--- config.mk ---
export PLATFORM = sky130hd
export DESIGN_NAME = startup_link_cal_sequence
export DESIGN_NICKNAME = d
export VERILOG_FILES = /design/src/startup_seq_pkg.sv /design/src/startup_link_cal_sequence.sv
export SDC_FILE = /design/constraint.sdc
export NUM_CORES = 1
export LEC_CHECK = 0
export BUFFER_PORTS_ARGS = -buffer_cell sky130_fd_sc_hd__buf_2
export CORE_MARGIN = 5
export CORE_UTILIZATION = 50
export CTS_BUF_LIST = sky130_fd_sc_hd__clkbuf_8
export DETAILED_ROUTE_END_ITERATION = 6
export PLACE_DENSITY = 0.71
export SYNTH_ARGS = -nofsm -noshare
export SYNTH_HDL_FRONTEND = slang
export SYNTH_SLANG_ARGS = --single-unit
--- constraint.sdc ---
create_clock -name clock -period 3.3 [get_ports clock]
set_input_delay 0.33 -clock clock [delete_from_list [all_inputs] [get_ports clock]]
set_output_delay 0.33 -clock clock [all_outputs]
set_load 0.1 [all_outputs]
--- src/startup_seq_pkg.sv ---
// Constants shared by the startup, link and calibration sequencing block
package startup_seq_pkg;
  localparam int          MODE_W        = 5;   // Link mode select width
  localparam int          KM1_W         = 5;   // Multiframe length minus one width
  localparam int          OVR_W         = 8;   // Overrange threshold width
  localparam int          CAL_CYCLES_W  = 16;  // Calibration run counter width
  localparam logic [15:0] CAL_RUN_LEN   = 16'h0400; // Default foreground run length
  localparam logic [4:0]  MODE_RESET    = 5'h00;
  localparam logic [4:0]  KM1_RESET     = 5'h1f;
  localparam logic [7:0]  OVR_RESET     = 8'hf0;
endpackage

--- src/startup_link_cal_sequence.sv ---
// Link and calibration state machines with startup sequencing controls
// Operation
// - Link enable low halts link machine
// - Calibration enable low halts calibration machine
// - Multiframe field holds frames minus one
// - Sync source picks single-ended or timestamp
// - Foreground/background and independent offset calibration
// - Calibration enable high starts calibration machine
// - Overrange detect enable with adjustable settings
// - Link enable high restarts with new settings
// - Link transmitter follows receiver sync request
// - Trigger rising edge starts a calibration
`default_nettype none
module startup_link_cal_sequence
  import startup_seq_pkg::*;
#(
  parameter logic [15:0] CAL_LEN = CAL_RUN_LEN  // Foreground calibration length in cycles
) (
  // Clock and reset
  input  wire logic              clock,
  input  wire logic              rst_n,
  // Link configuration
  input  wire logic              serial_link_enable,
  input  wire logic [MODE_W-1:0] link_mode_select,
  input  wire logic [KM1_W-1:0]  multiframe_length_minus_one,
  input  wire logic              sync_source_select,  // 0 single-ended, 1 timestamp pair
  // Sync inputs from the receiver (pins)
  input  wire logic              single_ended_sync_input,
  input  wire logic              timestamp_sync_input,
  // Calibration configuration
  input  wire logic              calibration_enable,
  input  wire logic              background_mode,     // 0 foreground, 1 background
  input  wire logic              offset_cal_enable,
  input  wire logic              calibration_software_trigger,
  // Overrange
  input  wire logic              overrange_detect_enable,
  input  wire logic [OVR_W-1:0]  overrange_threshold,
  input  wire logic [OVR_W-1:0]  sample_magnitude,
  // Status
  output logic                   link_running,
  output logic                   link_in_cgs,         // Sending code groups
  output logic                   link_data_phase,     // Sending ILA or user data
  output logic [KM1_W:0]         frames_per_multiframe,
  output logic [MODE_W-1:0]      active_link_mode,
  output logic                   cal_running,
  output logic                   cal_busy,
  output logic                   cal_offset_active,
  output logic                   cal_done,
  output logic                   overrange_flag
);

  typedef enum logic [1:0] {LINK_OFF, LINK_CGS, LINK_ILA, LINK_DATA} link_state_t;
  typedef enum logic [1:0] {CAL_OFF, CAL_IDLE, CAL_RUN, CAL_BG} cal_state_t;

  link_state_t       link_q;      // Link machine state
  cal_state_t        cal_q;       // Calibration machine state
  logic [1:0]        sync_se_q;   // Single-ended sync synchroniser
  logic [1:0]        sync_ts_q;   // Timestamp sync synchroniser
  logic [1:0]        trig_q;      // Trigger synchroniser
  logic              trig_last_q; // Previous synchronised trigger
  logic [KM1_W-1:0]  km1_q;       // Multiframe count latched at link start
  logic [KM1_W-1:0]  frame_cnt_q; // Frame position within multiframe
  logic              bg_q;        // Calibration mode latched at start
  logic              ofs_q;       // Offset enable latched at start
  logic [CAL_CYCLES_W-1:0] cal_cnt_q; // Run counter for the foreground run and the first background pass
  logic              sync_req;    // Selected sync request, active low on the link
  logic              trig_rise;   // Trigger 0-to-1 edge

  // Pins cross two flops before anything reads them
  always_ff @(posedge clock or negedge rst_n) begin
    if (!rst_n) begin
      sync_se_q <= 2'h3;
      sync_ts_q <= 2'h3;
      trig_q    <= 2'h0;
    end else begin
      sync_se_q <= {sync_se_q[0], single_ended_sync_input};
      sync_ts_q <= {sync_ts_q[0], timestamp_sync_input};
      trig_q    <= {trig_q[0], calibration_software_trigger};
    end
  end

  // Sync source mux after the synchronisers
  assign sync_req = sync_source_select ? sync_ts_q[1] : sync_se_q[1];

  // Link machine; mode and multiframe length are only sampled on restart
  always_ff @(posedge clock or negedge rst_n) begin
    if (!rst_n) begin
      link_q           <= LINK_OFF;
      km1_q            <= KM1_RESET;
      active_link_mode <= MODE_RESET;
      frame_cnt_q      <= '0;
    end else if (!serial_link_enable) begin
      link_q <= LINK_OFF;
    end else begin
      case (link_q)
        LINK_OFF: begin
          // Restart with new mode and multiframe length
          link_q           <= LINK_CGS;
          km1_q            <= multiframe_length_minus_one;
          active_link_mode <= link_mode_select;
          frame_cnt_q      <= '0;
        end
        LINK_CGS: begin
          // Sync released by receiver: begin alignment sequence
          if (sync_req) begin
            link_q      <= LINK_ILA;
            frame_cnt_q <= '0;
          end
        end
        LINK_ILA, LINK_DATA: begin
          if (!sync_req) begin
            link_q <= LINK_CGS;
          end else begin
            // Wrap at stored value, giving K frames per multiframe
            if (frame_cnt_q == km1_q) begin
              frame_cnt_q <= '0;
              link_q      <= LINK_DATA;
            end else begin
              frame_cnt_q <= frame_cnt_q + 1'b1;
            end
          end
        end
        default: link_q <= LINK_OFF;
      endcase
    end
  end

  assign trig_rise = trig_q[1] & ~trig_last_q;

  // Trigger edge history
  always_ff @(posedge clock or negedge rst_n) begin
    if (!rst_n) begin
      trig_last_q <= 1'b0;
    end else begin
      trig_last_q <= trig_q[1];
    end
  end

  // Calibration machine; options latched when enable takes the machine out of CAL_OFF
  always_ff @(posedge clock or negedge rst_n) begin
    if (!rst_n) begin
      cal_q     <= CAL_OFF;
      bg_q      <= 1'b0;
      ofs_q     <= 1'b0;
      cal_cnt_q <= '0;
      cal_done  <= 1'b0;
    end else if (!calibration_enable) begin
      cal_q    <= CAL_OFF;
      cal_done <= 1'b0;
    end else begin
      case (cal_q)
        CAL_OFF: begin
          // Enable takes the settings programmed while stopped
          cal_q <= CAL_IDLE;
          bg_q  <= background_mode;
          ofs_q <= offset_cal_enable;
        end
        CAL_IDLE: begin
          if (trig_rise) begin
            // Background runs on; foreground counts out a fixed run
            cal_q     <= bg_q ? CAL_BG : CAL_RUN;
            cal_cnt_q <= CAL_LEN;
            cal_done  <= 1'b0;
          end
        end
        CAL_RUN: begin
          if (cal_cnt_q <= 16'h0001) begin
            cal_q    <= CAL_IDLE;
            cal_done <= 1'b1;
          end else begin
            cal_cnt_q <= cal_cnt_q - 1'b1;
          end
        end
        CAL_BG: begin
          // Runs until enable drops; done marks first pass
          if (cal_cnt_q <= 16'h0001) begin
            cal_done <= 1'b1;
          end else begin
            cal_cnt_q <= cal_cnt_q - 1'b1;
          end
        end
        default: cal_q <= CAL_OFF;
      endcase
    end
  end

  // Registered status outputs
  always_ff @(posedge clock or negedge rst_n) begin
    if (!rst_n) begin
      link_running          <= 1'b0;
      link_in_cgs           <= 1'b0;
      link_data_phase       <= 1'b0;
      frames_per_multiframe <= '0;
      cal_running           <= 1'b0;
      cal_busy              <= 1'b0;
      cal_offset_active     <= 1'b0;
    end else begin
      link_running          <= (link_q != LINK_OFF);
      link_in_cgs           <= (link_q == LINK_CGS);
      link_data_phase       <= (link_q == LINK_ILA) || (link_q == LINK_DATA);
      frames_per_multiframe <= {1'b0, km1_q} + 1'b1;
      cal_running           <= (cal_q != CAL_OFF);
      cal_busy              <= (cal_q == CAL_RUN) || (cal_q == CAL_BG);
      cal_offset_active     <= ofs_q && ((cal_q == CAL_RUN) || (cal_q == CAL_BG));
    end
  end

  // Overrange detection, live settings since it is not gated by a machine
  always_ff @(posedge clock or negedge rst_n) begin
    if (!rst_n) begin
      overrange_flag <= 1'b0;
    end else begin
      overrange_flag <= overrange_detect_enable &&
                        (sample_magnitude >= overrange_threshold);
    end
  end

endmodule
`default_nettype wire

## Word level (Yosys, flattened, before mapping)

Cells that the tools add are included.
Widths: inputs -> output; s select.

| word-level totals | value |
|---|---|
| register bits | 58 |
| bits in latches | 0 |
| memory bits (writable) | 0 |
| bits in read-only memories | 0 |
| input port bits | 37 |
| logic and storage cells | 86 |
| memories | 0 |

| cells by class | value |
|---|---|
| $add $sub $neg | 3 |
| multipliers | 0 |
| divide/modulo/power cells | 0 |
| magnitude comparators | 2 |
| eq/ne operators | 18 |
| shift operators | 0 |
| multiplexer cells | 22 |
| bitwise gates (word level) | 2 |
| reductions and logical operators | 18 |

Operators by type and width:

| operator | count |
|---|---|
| $mux 16 | 2 |
| $pmux 16 s2 | 1 |
| $le 16x1->1 const B | 1 |
| $sub 16x1->16 const B | 1 |
| $mux 5 | 3 |
| $pmux 5 s3 | 1 |
| $mux 2 | 7 |
| $pmux 2 s3 | 2 |
| $ne 3x3->1 const B | 3 |
| $reduce_and 3->1 | 3 |
| $eq 2x2->1 const B | 4 |
| $ge 8x8->1 | 1 |
| $ne 2x2->1 const B | 4 |
| $add 5x1->6 const B | 1 |
| $ne 3x2->1 const B | 2 |
| $reduce_and 2->1 | 3 |
| $reduce_bool 2->1 | 3 |
| $add 5x1->5 const B | 1 |
| $eq 5x5->1 | 1 |
| $mux 1 | 5 |
| $eq 2x1->1 const B | 2 |
| $logic_not 2->1 | 2 |
| $ne 4x1->1 const B | 1 |
| $ne 4x4->1 const B | 1 |
| 7 further kinds | 10 |

## Longest topological paths before layout

Gate-level depths: netlist (run 1).

| depth | value |
|---|---|
| depth in word-level cells | 5 |
| depth in mapped cells | 8 |
| mapped depth without buffers | 7 |

## Worst setup path before layout (run 1)

No wires, ideal clock.

| path | value |
|---|---|
| path kind | reg-to-reg |
| start | register cal_cnt_q[4] |
| end | register cal_cnt_q[15] |
| library setup time | 0.069 ns |
| arrival | 2.395 ns |
| required time | 3.231 ns |
| setup slack | 0.836 ns |
| cell stages (with the launch flop) | 8 |
| path through | dfrtp_1 buf_6 or4_4 or3_1 buf_2 or4_4 or4_1 nand3_1 |

| between the ends | value |
|---|---|
| longest elaborated chain between the ends | 3 |
| elaborated cells between the ends (all ways) | 6 |
| classes of those cells | 1 x add/sub; 1 x order compare; 1 x eq/ne; 2 x mux; 1 x reduce/logical |

RTL lines:

| element | RTL line | RTL |
|---|---|---|
| start: declaration | startup_link_cal_sequence.sv:65 | `logic [CAL_CYCLES_W-1:0] cal_cnt_q;` |
| start signal: assignment | startup_link_cal_sequence.sv:171 | `cal_cnt_q <= cal_cnt_q - 1'b1;` |
| start signal: assignment | startup_link_cal_sequence.sv:179 | `cal_cnt_q <= cal_cnt_q - 1'b1;` |
| $sub 16x1->16 or $le 16x1->1 (tied branches) | n/a |  |
| $mux 16 or $ne 2x2->1 (tied branches) | n/a |  |
| $pmux 16 s2 or $reduce_and 4->1 (tied branches) | n/a |  |

Parallel ways exist; a longest one is shown, timed or not. The select of a mux whose other input is x is not followed.
A chain may end at the register's enable or synchronous reset.

## Worst setup path in the final report (run 1)

| path | value |
|---|---|
| start | register cal_cnt_q[8] |
| end | register cal_cnt_q[15] |

The elaborated chain is that of the path after synthesis.

==> impl_results.md, run 1 <==
* Status: finished, violations left
* Violated checks: hold timing
* Per-cell routed wire length at 14.3 µm
* Resize count post-CTS at 0
* P_leak at 1.56 nW
* Number of standard cells after synthesis at 242
* Area added between synthesis and finish at 22.2%
* Total clock buffers created by CTS at 9
* Normalized max-slew margin at 0.533
* Routability Congestion at 0.805
* Syn. warnings at 0
* Critical path endpoint category: register
* Logic depth of the worst register-to-register path at 5
* First drt pass iteration count at 4
* Max-slew violations at 0
* RSZ-0062 raised after global routing: no
* Initial Utilization at 0.523
* Count of flip-flops with a built-in enable after synthesis at 0
* Arr. time, crit path at 2.84 ns
* Bufs on Longest Clock Path at 2
* Largest delay share family, worst path: simple AND/OR/NAND/NOR gates
* Required time reported for the critical path endpoint at 3.58 ns
* Fin worst setup slack at 0.746 ns
* Maximum number of pins on one net before global-route repair at 30
* TritonCTS clock tree: built
* Worst-path cell chain: or4_4, or3_1, or4_4, or4_1, nand3_1
* Total I/O pin count at 56
* Portion of the clock cycle consumed by the worst path in the final layout at 0.774
* Biggest fanout along the worst timing path at 8
* Area enclosed by the die boundary at 6980 µm²
* FMAX at 392 MHz
* Mapped cell area at 2710 µm²
* Met1 Resource Use GR at 0.209
* Initial antenna violation count at 0
* Overall routed net length at 5420 µm
* TNS Setup at 0 ns
* Clock Skew at 0.0124 ns
* DPL Wire Length at 3960 µm
* End of the worst register-to-register path: cal_cnt_q[15]$_DFFE_PN0P_
* Cell taking the most area after synthesis: dfrtp_1
* Number of nets in the layout at 352
* Leading cell types by total area after synthesis: dfrtp_1 45%, dfstp_2 8.7%, ha_1 5.5%
* Source-to-sink clock delay at the later pin of the worst-skew pair at 0.34 ns
* Number of unique standard cell types used by synthesis at 49
* CP most frequent cell: or4_4
* Actual transition at the worst max-transition pin at 0.694 ns
* Total number of vias at 2016
* All-Layer GR Usage at 0.168
* Antenna cells at 0
* DRC Markers at 0
* Buffers plus inverters on the worst setup path at 0
* Combined area of the multi-input logic cells at 1150 µm²
* Post-synthesis area per instance at 11.2 µm²
* Average vias per placed instance at 5.33
* Startpoint type of the worst setup path: register
* Clk sink count at 58
* Maximum level of the CTS H-tree at 3
* Power per unit of standard cell area at 786 nW/µm²
* Number of nets produced by synthesis at 291
* Final hold viol count at 2
* Ys async rst share at 1.00
* Synthesized flop and latch total at 58
* Setup slack at placement at 0.765 ns
* Top Usage Layer GRT: met2
* Portion of the post-synthesis area used by sequential elements at 0.540
* Tmin final at 2.55 ns
* Die Wd at 83.6 µm
* Start-to-end type of the worst setup path: reg -> reg
* Placement Rows at 26
* Clock slew at the register clock pins of the worst setup and hold paths at 0.08 ns
* Post-CTS Hold Buffers at 0
* Final setup viols at 0
* Worst vdd rail ir drop at 535 µV
* Final hold slack at -0.00201 ns
* Antenna violation net count after detailed routing at 0
* Height of the die at 83.6 µm
* Startpoint of the lowest-slack register-to-register path: cal_cnt_q[8]$_DFFE_PN0P_
* Number of buffers inserted by port buffering at 55
* FF-to-FF setup slack at 0.75 ns
* Most common library cell in the layout ignoring fill and taps: buf_2
* # Post-CTS Setup Buffers at 0
* Highest-count cells in the layout ignoring fill and taps: 55 x buf_2, 49 x dfrtp_1, 20 x o21ai_0
* Maxcap violations at 0
* Global-route wire length before repair at 9400 µm
* Share of the synthesized area in the top cell type at 0.453
* Main synth FF type: dfrtp_1
* Initial DRC count at 101
* Filler Cell Count at 421
* Cell chosen for the clock root: clkbuf_8
* Layout cell share with drive strength beyond 1 at 0.338
* Hold Path Class: in -> async
* Vias in the first global route at 2027
* Met3 layer usage reported by global route at 0.0632
* Global-route track usage on met2 at 0.262
* FF/Latch Area at 1460 µm²
* CP max-delay cell: or4_4
* GRT overflow at 0
* Placeable core region at 5170 µm²
* Critical path's largest stage delay at 0.59 ns
-- registers in the layout (all words and copies together), names as in the netlist, 2 cells and up --
| name | count |
|---|---|
| cal_cnt_q | 16 |
| frames_per_multiframe | 6 |
| active_link_mode | 5 |
| frame_cnt_q | 5 |
| km1_q | 5 |
| cal_q | 2 |
| link_q | 2 |
| sync_se_q | 2 |
| sync_ts_q | 2 |
| trig_q | 2 |
-- cells by family (layout without fill, tap and decap cells) --
group	Yosys count	after routing	synth area share
AO/OA/AOI/OAI	64	64	0.162
XOR/XNOR	8	8	0.0259
adder cells (fa/ha/maj)	12	12	0.0555
buffers and inverters	24	90	0.0365
flip-flops	58	58	0.540
multiplexers	12	12	0.0499
AND/OR/NAND/NOR	64	64	0.129
-- how the worst max path moves through the flow --
stage	from	to	slack (ns)	depth (start not counted)
after floorplan	cal_cnt_q[4]$_DFFE_PN0P_	cal_cnt_q[15]$_DFFE_PN0P_	0.84	7
after global placement	cal_cnt_q[8]$_DFFE_PN0P_	cal_cnt_q[15]$_DFFE_PN0P_	0.82	5
after detailed placement	cal_cnt_q[8]$_DFFE_PN0P_	cal_cnt_q[15]$_DFFE_PN0P_	0.76	5
after CTS	cal_cnt_q[8]$_DFFE_PN0P_	cal_cnt_q[15]$_DFFE_PN0P_	0.75	5
after global routing	cal_cnt_q[8]$_DFFE_PN0P_	cal_cnt_q[15]$_DFFE_PN0P_	0.69	5
final	cal_cnt_q[8]$_DFFE_PN0P_	cal_cnt_q[15]$_DFFE_PN0P_	0.75	5
-- cell type report --
type	count	area share
timing repair buffer	60	0.0946
multi-input combinational	160	0.348
clock buffer	9	0.0375
sequential	58	0.442
tap	70	0.0265
inverter	14	0.0159
clock inverter	7	0.0356
-- worst register-to-register path, stage by stage (launching register included) --
cell	delay, ns
dfrtp_1	0.45
or4_4	0.59
or3_1	0.44
or4_4	0.52
or4_1	0.41
nand3_1	0.09
-- layer usage --
metal	vias to the layer above	part of all wire
met5	-	0
met4	0	0.018
met3	10	0.070
met2	54	0.47
met1	945	0.44
li1	1007	-
-- metrics by stage --
| stage | total power (W) | cell area [µm²] | utilization | cells |
|---|---|---|---|---|
| 4_1_cts | 0.00262 | 3310 | 0.639 | 378 |
| 5_1_grt | 0.00275 | 3310 | 0.639 | 378 |
| 3_3_place_gp | 0.00180 | 3070 | 0.593 | 362 |
| 3_5_place_dp | 0.00182 | 3070 | 0.593 | 362 |
| 2_1_floorplan | 0.00165 | 2710 | - | 242 |
| 6_report | 0.00260 | 3310 | 0.639 | 378 |
-- synthesized netlist by cell type, types with 2 or more instances --
cell / instances
dfrtp_1: 49
o21ai_0: 20
nand2_1: 16
inv_1: 14
ha_1: 12
mux2_2: 12
o31ai_1: 10
dfstp_2: 9
nand3_1: 9
nor2_1: 9
clkbuf_1: 7
a22o_1: 5
or4_1: 5
xnor2_1: 5
a21oi_1: 4
nor3_1: 4
o21bai_1: 4
nand2b_1: 3
o41ai_1: 3
or2_2: 3
or3_1: 3
or4_4: 3
xor2_1: 3
a211oi_1: 2
a21o_1: 2
o211ai_1: 2
o31a_1: 2
-- where the power goes --
group / internal [W] / total (W) / leakage (nW) / switching, W
Combinational: 0.000257 / 0.000817 / 0.725 / 0.000560
Clock: 0.000499 / 0.000790 / 0.111 / 0.000291
Sequential: 0.000857 / 0.000992 / 0.720 / 0.000135
Total: 0.00161 / 0.00260 / 1.56 / 0.000986
No activity file was read; power rests on OpenSTA's default activity.
==> run 2, diff against run 1 <==
==> constraint.sdc (replaced) <==
create_clock -name clock -period 2.5 [get_ports clock]
set_input_delay 0.25 -clock clock [delete_from_list [all_inputs] [get_ports clock]]
set_output_delay 0.25 -clock clock [all_outputs]
set_load 0.1 [all_outputs]
==> run 2 against run 1 <==
Net effect:
- the run now ends clean
- critical path depth is the same
- die area is the same
- clock power grew 0.8%
==> impl_results.md, run 2 (synthesis results as in run 1) <==
* Status: finished, final reports clean
* Startpoint of the lowest-slack register-to-register path: cal_cnt_q[7]$_DFFE_PN0P_
* Antenna cells at 0
* Start-to-end type of the worst setup path: reg -> reg
* Maximum number of pins on one net before global-route repair at 59
* Maxcap violations at 0
* Logic depth of the worst register-to-register path at 5
* Startpoint type of the worst setup path: register
* Initial DRC count at 138
* DPL Wire Length at 3830 µm
* Actual transition at the worst max-transition pin at 0.704 ns
* Clock Skew at 0.00717 ns
* Initial Utilization at 0.523
* CP max-delay cell: or4_4
* Worst Hold End: trig_q[0]$_DFF_PN0_
* Final hold viol count at 0
* Final core utilization at 0.642
* All-Layer GR Usage at 0.166
* Placeable core region at 5170 µm²
* TNS Setup at 0 ns
* Most common library cell in the layout ignoring fill and taps: buf_2
* Placement Rows at 26
* Overall routed net length at 5290 µm
* Initial antenna violation count at 0
* Biggest registers after layout: cal_cnt_q (16), frames_per_multiframe (6)
* Resize count post-CTS at 0
* Worst Setup SP: cal_cnt_q[7]$_DFFE_PN0P_
* Tmin final at 2.39 ns
* Number of cells on the worst hold path at 1
* Clock slew at the register clock pins of the worst setup and hold paths at 0.06 ns
* Register name with the most flops: cal_cnt_q
* Total clock buffers created by CTS at 9
* Clk sink count at 58
* TritonCTS clock tree: built
* # Post-CTS Setup Buffers at 0
* Critical path endpoint category: register
* Portion of the clock cycle consumed by the worst path in the final layout at 0.955
* Source-to-sink clock delay at the later pin of the worst-skew pair at 0.33 ns
* Vias in the first global route at 2048
* FF-to-FF setup slack at 0.11 ns
* Total I/O pin count at 56
* Setup slack at placement at 0.122 ns
* Die Wd at 83.6 µm
* FMAX at 419 MHz
* Critical path's largest stage delay at 0.55 ns
* Hold Path Class: in -> reg
* GRT overflow at 0
* Max-slew violations at 0
* Arr. time, crit path at 2.65 ns
* CP most frequent cell: or4_4
* Power per unit of standard cell area at 972 nW/µm²
* Area enclosed by the die boundary at 6980 µm²
* Required time reported for the critical path endpoint at 2.76 ns
* End of the worst register-to-register path: cal_cnt_q[15]$_DFFE_PN0P_
* Number of buffers inserted by port buffering at 55
* Global-route wire length before repair at 9390 µm
* Antenna violation net count after detailed routing at 0
* Biggest fanout along the worst timing path at 4
* Pwr Total at 0.00323 W
* DRC Markers at 0
* Maximum level of the CTS H-tree at 3
* Layout cell share with drive strength beyond 1 at 0.346
* Hold wc startpoint: calibration_software_trigger
* Height of the die at 83.6 µm
* Routability Congestion at 0.821
* Flip-flop count of the largest register after layout at 16
* Total number of vias at 2034
* First drt pass iteration count at 4
* Average vias per placed instance at 5.28
* Normalized max-slew margin at 0.531
* P_leak at 1.58 nW
* RSZ-0062 raised after global routing: no
* Number of nets in the layout at 360
* Highest-count cells in the layout ignoring fill and taps: 55 x buf_2, 49 x dfrtp_1, 20 x o21ai_0
* Cell chosen for the clock root: clkbuf_8
* Final setup viols at 0
* Worst vdd rail ir drop at 867 µV
* Fin worst setup slack at 0.112 ns
* Bufs on Longest Clock Path at 2
* Area added between synthesis and finish at 22.7%
* Per-cell routed wire length at 13.7 µm
* Worst-path cell chain: or4_4, or3_1, or4_4, or4_1, nand3_1
-- run 2: changes by cell type in the layout (fill, tap and decap cells not counted) --
cell | before | now
buf_4 | 5 | 11
clkinvlp_4 | 3 | 0
bufinv_16 | 3 | 0
clkinv_2 | 1 | 2
clkbuf_8 | 9 | 13
dlygate4sd3_1 | 0 | 2
-- run 2: how the worst max path moves through the flow --
stage | endpoint | slack [ns] | cells past startpoint
after floorplan | cal_cnt_q[15]$_DFFE_PN0P_ | 0.04 | 7
after global placement | cal_cnt_q[15]$_DFFE_PN0P_ | 0.15 | 5
after detailed placement | cal_cnt_q[15]$_DFFE_PN0P_ | 0.12 | 5
after CTS | cal_cnt_q[15]$_DFFE_PN0P_ | 0.10 | 5
after global routing | cal_cnt_q[15]$_DFFE_PN0P_ | 0.009 | 5
final | cal_cnt_q[15]$_DFFE_PN0P_ | 0.11 | 5
-- run 2: layer usage --
| metal | share of wire | track usage | routed length (µm) | vias up |
|---|---|---|---|---|
| met5 | 0 | 0 | 0 | - |
| met4 | 0.012 | 0.0482 | 62 | 0 |
| met3 | 0.064 | 0.0701 | 337 | 5 |
| met2 | 0.49 | 0.272 | 2600 | 47 |
| met1 | 0.43 | 0.200 | 2290 | 965 |
| li1 | - | - | - | 1017 |
-- run 2: stage by stage --
step / std cells / hold slack (ns) / instance area, µm²
global placement: 368 / 0.333 / 3110
CTS: 383 / 0.00404 / 3300
floorplan: 242 / -0.0456 / 2710
detailed placement: 368 / 0.338 / 3110
global route: 385 / 0.0115 / 3320
finish: 385 / 0.0334 / 3320
-- run 2: final cells by class --
class | instances | area, µm²
tap | 70 | 87.6
clock inverter | 2 | 10.0
timing repair buffer | 68 | 378
clock buffer | 13 | 179
fill | 420 | 1850
sequential | 58 | 1460
multi-input combinational | 160 | 1150
inverter | 14 | 52.6
-- run 2: worst max-delay path, delay by kind of cell, from the launching register on --
family        cells  cell delay [ns]
simple gates      5             1.92
flops             1             0.40
-- run 2: what timing repair did --
| action | 4_1_cts | 5_1_grt |
|---|---|---|
| setup endpoints to repair | 0 | 0 |
| hold buffers | 0 | 2 |
| hold endpoints to repair | 0 | 2 |
-- run 2: where the power goes --
part / total [W] / internal (W) / switching (W)
Combinational: 0.00115 / 0.000379 / 0.000769
Sequential: 0.00128 / 0.00113 / 0.000151
Clock: 0.000796 / 0.000459 / 0.000337
Total: 0.00323 / 0.00197 / 0.00126
